### config.mk
export PLATFORM = sky130hd
export DESIGN_NAME = periph_clk_gate
export DESIGN_NICKNAME = d
export VERILOG_FILES = /design/src/pkg/clk_gate_pkg.sv /design/src/verilog/periph_clk_gate.sv
export SDC_FILE = /design/constraint.sdc
export NUM_CORES = 1
export LEC_CHECK = 0
export BUFFER_PORTS_ARGS = -buffer_cell sky130_fd_sc_hd__buf_4
export CORE_ASPECT_RATIO = 1.5
export CORE_MARGIN = 8
export CORE_UTILIZATION = 51
export DETAILED_ROUTE_END_ITERATION = 12
export PLACE_DENSITY = 0.86
export SETUP_SLACK_MARGIN = 0.4
export SLEW_MARGIN = 10
export SYNTH_ARGS = -nofsm -noshare
export SYNTH_HDL_FRONTEND = slang
export SYNTH_SLANG_ARGS = --single-unit
### constraint.sdc
create_clock -name MCLK -period 4.6 [get_ports MCLK]
set_clock_uncertainty 0.05 [all_clocks]
set_input_delay 0 -clock MCLK [delete_from_list [all_inputs] [get_ports MCLK]]
set_output_delay 0 -clock MCLK [all_outputs]
set_load 0.02 [all_outputs]
### src/pkg/clk_gate_pkg.sv
// constants, types and field helpers for the unit clock gating block
package clk_gate_pkg;

  // ********************************************************
  // register offsets (low 12 bits of the byte address)
  // ********************************************************
  localparam logic [11:0] RUN_GATE_OFS = 12'h100;
  localparam logic [11:0] SLEEP_GATE_OFS = 12'h110;
  localparam logic [11:0] DEEP_GATE_OFS = 12'h120;
  localparam logic [11:0] CLK_CFG_OFS = 12'h140;
  localparam logic [11:0] IRQ_STATUS_OFS = 12'h150;
  localparam logic [11:0] IRQ_MASK_OFS = 12'h154;

  // ********************************************************
  // field positions and reset values
  // ********************************************************
  localparam int CAN_BIT = 24;
  localparam int PWM_BIT = 20;
  localparam int ADC_BIT = 16;
  localparam int RATE_LSB = 8;
  localparam int WDOG_BIT = 3;
  localparam int AUTO_GATE_BIT = 0;
  localparam logic [31:0] GATE_RESET = 32'h0000_0040;
  localparam logic AUTO_GATE_RESET = 1'b0;
  localparam logic [3:0] IRQ_RESET = 4'h0;

  // ********************************************************
  // units, one bit each in enable, fault and irq vectors
  // ********************************************************
  localparam int NUM_UNITS = 4;
  localparam int UNIT_WDOG = 0;
  localparam int UNIT_ADC = 1;
  localparam int UNIT_PWM = 2;
  localparam int UNIT_CAN = 3;

  // ********************************************************
  // converter sample rate codes and their rates in ksps
  // ********************************************************
  localparam logic [1:0] RATE_125K = 2'h0;
  localparam logic [1:0] RATE_250K = 2'h1;
  localparam logic [1:0] RATE_500K = 2'h2;
  localparam logic [9:0] KSPS_125 = 10'h07D;
  localparam logic [9:0] KSPS_250 = 10'h0FA;
  localparam logic [9:0] KSPS_500 = 10'h1F4;

  typedef enum logic [1:0] {PWR_RUN, PWR_SLEEP, PWR_DEEP} pwr_e;

  typedef struct packed {
    logic can;
    logic pwm;
    logic adc;
    logic [1:0] rate;
    logic wdog;
  } gate_s;

  function automatic gate_s word_to_gate(input logic [31:0] w);
    gate_s g;
    g.can = w[CAN_BIT];
    g.pwm = w[PWM_BIT];
    g.adc = w[ADC_BIT];
    g.rate = w[RATE_LSB+1:RATE_LSB];
    g.wdog = w[WDOG_BIT];
    return g;
  endfunction : word_to_gate

  // reserved bits always come back as zero
  function automatic logic [31:0] gate_to_word(input gate_s g);
    logic [31:0] w;
    w = 32'h0000_0000;
    w[CAN_BIT] = g.can;
    w[PWM_BIT] = g.pwm;
    w[ADC_BIT] = g.adc;
    w[RATE_LSB+1:RATE_LSB] = g.rate;
    w[WDOG_BIT] = g.wdog;
    return w;
  endfunction : gate_to_word

endpackage : clk_gate_pkg

### src/verilog/periph_clk_gate.sv
// unit clock gating control with AHB-Lite register slave
//
// What this block does
// - a unit gets its clock enable while its gate bit is one, else none.
// - access to a unit whose clock is gated off gets a fault answer.
// - all gate bits reset to zero, so every unit starts unclocked.
// - three gate registers: run, sleep, deep sleep, chosen by power state.
// - sleep and deep sleep registers apply only with auto gating set.
// - bit 24 gates the CAN unit; read/write, resets to zero.
// - bit 20 gates the PWM module; its accesses fault while unclocked.
// - bit 16 gates converter zero; its accesses fault while unclocked.
// - bit 3 gates the watchdog in every register; faults while unclocked.
// - rate field 9:8 gives 125K, 250K or 500K samples per second.
// - the stored sample rate never exceeds the supported maximum.
// - reserved bits are read-only and read as zero.
// - run register at 0x100, next to the sleep register at 0x110.
// - deep sleep register at 0x120, same layout and reset as sleep.
//
// Register access over AHB-Lite was left to the implementer.
`timescale 1ns/1ns
`default_nettype none

module periph_clk_gate
  import clk_gate_pkg::*;
#(
  parameter logic [1:0] MAX_RATE = RATE_500K
) (
  // clock and reset
  input wire logic MCLK,
  input wire logic RST,
  // ahb-lite slave
  input wire logic HSEL,
  input wire logic [31:0] HADDR,
  input wire logic [1:0] HTRANS,
  input wire logic HWRITE,
  input wire logic [2:0] HSIZE,
  input wire logic [31:0] HWDATA,
  input wire logic HREADY,
  output logic [31:0] HRDATA,
  output logic HREADYOUT,
  output logic HRESP,
  // power state
  input wire logic SLEEP_REQ,
  input wire logic DEEP_SLEEP_REQ,
  // unit side
  input wire logic [NUM_UNITS-1:0] UNIT_ACCESS,
  output logic [NUM_UNITS-1:0] UNIT_FAULT,
  output logic [NUM_UNITS-1:0] UNIT_CLK_EN,
  output logic [1:0] ADC_RATE_SEL,
  output logic [9:0] ADC_RATE_KSPS,
  // interrupt
  output logic IRQ
);

  // ********************************************************
  // elaboration check
  // ********************************************************
  if (MAX_RATE > RATE_500K) begin : g_bad_rate
    $error("MAX_RATE above the highest defined rate code");
  end

  // ********************************************************
  // state
  // ********************************************************
  gate_s run_q, run_d;
  gate_s sleep_q, sleep_d;
  gate_s deep_q, deep_d;
  logic auto_q, auto_d;
  logic [NUM_UNITS-1:0] sts_q, sts_d;
  logic [NUM_UNITS-1:0] mask_q, mask_d;
  logic [NUM_UNITS-1:0] en_q;
  logic [1:0] rate_q;
  logic [9:0] ksps_q;
  logic [31:0] rdata_q;
  logic wr_pend_q;
  logic [11:0] wr_addr_q;
  pwr_e pwr_q, pwr_d;

  // ********************************************************
  // bus decode
  // ********************************************************
  // only the low 12 bits select; HSEL covers the rest of the map
  wire logic addr_phase = HSEL & HREADY & HTRANS[1];
  wire logic [11:0] rd_addr = HADDR[11:0];
  wire logic wr_run = wr_pend_q && (wr_addr_q == RUN_GATE_OFS);
  wire logic wr_sleep = wr_pend_q && (wr_addr_q == SLEEP_GATE_OFS);
  wire logic wr_deep = wr_pend_q && (wr_addr_q == DEEP_GATE_OFS);
  wire logic wr_cfg = wr_pend_q && (wr_addr_q == CLK_CFG_OFS);
  wire logic wr_sts = wr_pend_q && (wr_addr_q == IRQ_STATUS_OFS);
  wire logic wr_mask = wr_pend_q && (wr_addr_q == IRQ_MASK_OFS);

  // ********************************************************
  // register next values
  // ********************************************************
  // writes above the supported rate are pulled down to it
  function automatic gate_s clamp_rate(input gate_s g);
    gate_s r;
    r = g;
    if (g.rate > MAX_RATE) begin
      r.rate = MAX_RATE;
    end
    return r;
  endfunction : clamp_rate

  // only the named fields are stored; reserved bits are dropped
  wire gate_s wr_gate = clamp_rate(word_to_gate(HWDATA));
  assign run_d = wr_run ? wr_gate : run_q;
  assign sleep_d = wr_sleep ? wr_gate : sleep_q;
  assign deep_d = wr_deep ? wr_gate : deep_q;
  assign auto_d = wr_cfg ? HWDATA[AUTO_GATE_BIT] : auto_q;
  assign mask_d = wr_mask ? HWDATA[NUM_UNITS-1:0] : mask_q;

  // ********************************************************
  // power state and applied gate register
  // ********************************************************
  assign pwr_d = DEEP_SLEEP_REQ ? PWR_DEEP :
                 SLEEP_REQ ? PWR_SLEEP : PWR_RUN;

  gate_s applied;
  always_comb begin
    applied = run_q;
    if (auto_q) begin
      case (pwr_q)
        PWR_SLEEP: applied = sleep_q;
        PWR_DEEP: applied = deep_q;
        PWR_RUN: applied = run_q;
        default: applied = run_q;
      endcase
    end
  end

  wire logic [NUM_UNITS-1:0] en_d = {applied.can, applied.pwm,
                                     applied.adc, applied.wdog};

  // ********************************************************
  // per-unit fault and sticky status
  // ********************************************************
  logic [NUM_UNITS-1:0] fault;
  genvar i;
  for (i = 0; i < NUM_UNITS; i++) begin : g_unit
    // gated unit answers with a fault
    assign fault[i] = UNIT_ACCESS[i] & ~en_q[i];
    // a new fault beats a same-cycle write-one-to-clear
    assign sts_d[i] = fault[i] |
                      (sts_q[i] & ~(wr_sts & HWDATA[i]));
  end

  // ********************************************************
  // rate decode
  // ********************************************************
  wire logic [9:0] ksps_d = (applied.rate == RATE_500K) ? KSPS_500 :
                            (applied.rate == RATE_250K) ? KSPS_250 :
                            KSPS_125;

  // ********************************************************
  // read mux
  // ********************************************************
  // built from next values so a read right after a write sees it
  wire logic [31:0] rd_word =
    (rd_addr == RUN_GATE_OFS) ? gate_to_word(run_d) :
    (rd_addr == SLEEP_GATE_OFS) ? gate_to_word(sleep_d) :
    (rd_addr == DEEP_GATE_OFS) ? gate_to_word(deep_d) :
    (rd_addr == CLK_CFG_OFS) ? {31'h0000_0000, auto_d} :
    (rd_addr == IRQ_STATUS_OFS) ? {28'h000_0000, sts_d} :
    (rd_addr == IRQ_MASK_OFS) ? {28'h000_0000, mask_d} :
    32'h0000_0000;

  // ********************************************************
  // flops
  // ********************************************************
  always_ff @(posedge MCLK or posedge RST) begin
    if (RST) begin
      wr_pend_q <= 1'b0;
      wr_addr_q <= 12'h000;
      rdata_q <= 32'h0000_0000;
    end else begin
      wr_pend_q <= addr_phase & HWRITE;
      wr_addr_q <= addr_phase ? rd_addr : wr_addr_q;
      rdata_q <= (addr_phase & ~HWRITE) ? rd_word : rdata_q;
    end
  end

  // reset value keeps only named fields, so all gates start at zero
  always_ff @(posedge MCLK or posedge RST) begin
    if (RST) begin
      run_q <= word_to_gate(GATE_RESET);
      sleep_q <= word_to_gate(GATE_RESET);
      deep_q <= word_to_gate(GATE_RESET);
      auto_q <= AUTO_GATE_RESET;
    end else begin
      run_q <= run_d;
      sleep_q <= sleep_d;
      deep_q <= deep_d;
      auto_q <= auto_d;
    end
  end

  always_ff @(posedge MCLK or posedge RST) begin
    if (RST) begin
      sts_q <= IRQ_RESET;
      mask_q <= IRQ_RESET;
      en_q <= {NUM_UNITS{1'b0}};
      rate_q <= RATE_125K;
      ksps_q <= KSPS_125;
      pwr_q <= PWR_RUN;
    end else begin
      sts_q <= sts_d;
      mask_q <= mask_d;
      en_q <= en_d;
      rate_q <= applied.rate;
      ksps_q <= ksps_d;
      pwr_q <= pwr_d;
    end
  end

  // ********************************************************
  // outputs
  // ********************************************************
  assign HRDATA = rdata_q;
  assign HREADYOUT = 1'b1;
  assign HRESP = 1'b0;
  assign UNIT_FAULT = fault;
  assign UNIT_CLK_EN = en_q;
  assign ADC_RATE_SEL = rate_q;
  assign ADC_RATE_KSPS = ksps_q;
  assign IRQ = |(sts_q & mask_q);

endmodule : periph_clk_gate

`default_nettype wire
==> flow_metrics.env <==
export IMPL_syn_area_mm2=0.00305
export IMPL_yosysWarnings=0
export IMPL_finalSetupViolations=0
export IMPL_slew_headroom_pct=49.1
export IMPL_grt_pass1_wl_um=11400
export IMPL_drt_iter0_drc=136
export IMPL_finalHoldViolations=0
export IMPL_endpoint_kind="flip-flop"
export IMPL_grt_max_degree=64
export IMPL_place_ws_ns=1.96
export IMPL_area_delta_synth_final_pct=27.5
export IMPL_worst_slew_pin_transition_ns=0.764
export IMPL_slew_viol_final=0
export IMPL_gp_congestion=0.849
export IMPL_ctsHtreeMaxLevel=3
export IMPL_layout_min_cycle_time_ns=2.67
export IMPL_cap_violations=0
export IMPL_ff_latch_area_mm2=0.00158
export IMPL_wire_per_inst_um=16.6
export IMPL_postCtsSetupBuffers=0
export IMPL_cts_root_buf="clkbuf_8"
export IMPL_avgSynthCellArea_um2=11.7
export IMPL_ys_ff_latch=63
export IMPL_ys_seq_area_share_pct=51.8
export IMPL_cp_arrival_ns=2.83
export IMPL_fin_setup_tns_ns=0
export IMPL_clk_path_buf_depth=2
export IMPL_fillCellCount=445
export IMPL_core_mm2=0.00579
export IMPL_worstSetupStartpointType="flip-flop"
export IMPL_via_count=2238
export IMPL_fp_dieH_um=111
export IMPL_fin_crit_sh_pct=57.9
export IMPL_status="complete, no violations"
export IMPL_synth_distinct_cells=41
export IMPL_power_density_mw_per_mm2=340
export IMPL_antenna_left=0
export IMPL_via_per_inst=5.29
export IMPL_fin_ws_ns=1.93
export IMPL_rsz0062_at_grt="no"
export IMPL_cts_resized_gates=0
export IMPL_cp_max_fo=7
export IMPL_fmaxAchievable_mhz=375
export IMPL_final_layout_size_suffix_gt1_share_pct=33.9
export IMPL_multiInputGateArea_mm2=0.00128
export IMPL_antenna_found_initial=0
export IMPL_drtPass1Iterations=5
export IMPL_track_usage_pct=16.3
export IMPL_diodes=0
export IMPL_drcViolationCount=0
export IMPL_rows=34
export IMPL_wl_um=7000
export IMPL_min_path_type="input port to flip-flop"
export IMPL_ioPinCount=135
export IMPL_final_net_count=431
export IMPL_max_vdd_ir_drop_mv=0.282
export IMPL_netlist_instances=261
export IMPL_cts_tree="yes"
export IMPL_die_x_um=79.2
export IMPL_start_util_pct=52.7
export IMPL_grt_overflow_total=0
export IMPL_p_leak_nw=1.83
export IMPL_clk_latency_ns=0.34
export IMPL_dieArea_mm2=0.00877
export IMPL_cts_sinks=63
export IMPL_cts_inserted_buffers=9
export IMPL_numPortBuffers=58
export IMPL_clk_pin_slew_ns=0.07
export IMPL_dp_hpwl_um=5010
export IMPL_path_class="flip-flop to flip-flop"
export IMPL_grt_pass1_vias=2365
export IMPL_final_util_pct=67.2
export IMPL_worstPathRequired_ns=4.76
## synth_stat cells
| master | n | share of area, % |
|---|---|---|
| a21o_1 | 3 | 0.74 |
| nand2b_1 | 4 | 0.82 |
| or4b_4 | 1 | 0.45 |
| o21a_1 | 1 | 0.25 |
| conb_1 | 2 | 0.25 |
| a211oi_1 | 1 | 0.25 |
| a32oi_1 | 2 | 0.57 |
| buf_6 | 1 | 0.37 |
| nor2b_1 | 7 | 1.4 |
| nand3b_2 | 1 | 0.37 |
| mux2_2 | 30 | 11 |
| clkbuf_1 | 7 | 0.86 |
| nand4_1 | 6 | 1.2 |
| a31oi_1 | 3 | 0.62 |
| nor4_4 | 1 | 0.70 |
| mux2_4 | 5 | 2.5 |
| nor3b_1 | 2 | 0.49 |
| or3b_2 | 1 | 0.29 |
| a22oi_1 | 9 | 2.2 |
| a41o_1 | 1 | 0.33 |
| ha_1 | 5 | 2.1 |
| mux2i_1 | 3 | 0.98 |
| nand3_1 | 3 | 0.49 |
| or4_4 | 1 | 0.37 |
| nor4_1 | 2 | 0.41 |
| nor3_1 | 2 | 0.33 |
| dfstp_2 | 3 | 2.6 |
| inv_1 | 11 | 1.4 |
| nand3b_1 | 3 | 0.74 |
| a221oi_1 | 4 | 1.1 |
| nand2_1 | 19 | 2.3 |
| and3_1 | 1 | 0.21 |
| or4_1 | 3 | 0.74 |
| o21ai_0 | 12 | 2.0 |
| buf_4 | 29 | 7.1 |
| o31ai_1 | 1 | 0.25 |
| dfrtp_1 | 60 | 49 |
| nor4_2 | 1 | 0.41 |
| nor2_1 | 5 | 0.62 |
| a21oi_1 | 4 | 0.66 |
| nor4b_1 | 1 | 0.29 |
## critical path, cell delays in order, from the launching register on
cell	delay, ns
dfrtp_1	0.37
or4_4	0.57
nor4_4	0.51
nand2_1	0.34
mux2_4	0.39
a211oi_1	0.20
a31oi_1	0.11
## where the power goes
part           internal (mW)  leakage, nW  switching [mW]  total (mW)
clock                  0.281       0.0988           0.209       0.490
combinational         0.0944        0.967           0.110       0.205
sequential             0.599        0.763          0.0305       0.629
total                  0.974         1.83           0.350        1.32
## layer usage
| layer | vias to the layer above | wire length [um] | share of wire [%] | global-route usage (%) |
|---|---|---|---|---|
| li1 | 1046 | - | - | - |
| met1 | 1087 | 2650 | 38 | 17.3 |
| met2 | 89 | 3670 | 52 | 27.8 |
| met3 | 16 | 486 | 6.9 | 4.14 |
| met4 | 0 | 195 | 2.8 | 9.44 |
| met5 | - | 0 | 0 | 0 |
## sequential cells by signal (all words and copies together), names as in the netlist
signal         count
wr_pend_q          1
ADC_RATE_KSPS      6
auto_q             1
pwr_q              2
sleep_q            6
run_q              6
mask_q             4
deep_q             6
wr_addr_q         12
UNIT_CLK_EN        4
sts_q              4
HRDATA             9
ADC_RATE_SEL       2
## area by class of cell
| type | count | area share (%) |
|---|---|---|
| Clock buffer | 12 | 3.99 |
| Clock inverter | 4 | 1.38 |
| Inverter | 11 | 1.06 |
| Multi-Input combinational cell | 177 | 32.8 |
| Sequential cell | 63 | 40.6 |
| Tap cell | 72 | 2.32 |
| Timing Repair Buffer | 84 | 17.8 |
## metrics by stage
step           hold slack (ns)  total power [mW]  area, um2  instances
2_1_floorplan          -0.0186             0.770       3150        288
3_3_place_gp            0.0685             0.819       3430        382
3_5_place_dp            0.0721             0.825       3430        382
4_1_cts                 0.0619              1.33       3890        423
5_1_grt                 0.0754              1.38       3890        423
6_report                0.0466              1.32       3890        423
## layout by cell type, fill, tap and decap left out, types with 5 or more instances in the layout
cell / count
a22oi_1: 9
buf_4: 59
clkbuf_8: 11
conb_1: 29
dfrtp_1: 60
dlygate4sd3_1: 25
ha_1: 5
inv_1: 10
mux2_2: 30
mux2_4: 5
nand2_1: 19
nand4_1: 6
nor2_1: 5
nor2b_1: 7
o21ai_0: 12
## worst paths after layout
check | startpoint | slack, ns | end | cells past startpoint
worst max-delay path | wr_addr_q[1] | 1.93 | HRDATA[3] | 6
worst min-delay path | UNIT_ACCESS[1] | 0.05 | sts_q[1] | 3
worst max register to register | wr_addr_q[1] | 1.93 | HRDATA[3] | 6
worst min register to register | HRDATA[2] | 0.44 | HRDATA[2] | 2
max in group asynchronous | RST | 3.60 | wr_addr_q[10] | 4
min in group asynchronous | RST | 0.39 | UNIT_CLK_EN[3] | 4
## cell families after synthesis
group / share of synthesized area (%)
DFF: 51.8
other: 0.246
muxes: 14.5
adders and majority gates: 2.05
AOI/OAI and AO/OA: 8.98
buffers and inverters: 9.72
and+or+nand+nor: 12.7
## repair_timing
action,4_1_cts,5_1_grt
endpoints found under the setup margin,0,0
endpoints found under the hold margin,99,0
hold buffers,25,0
No activity file was read; power rests on OpenSTA's default activity.
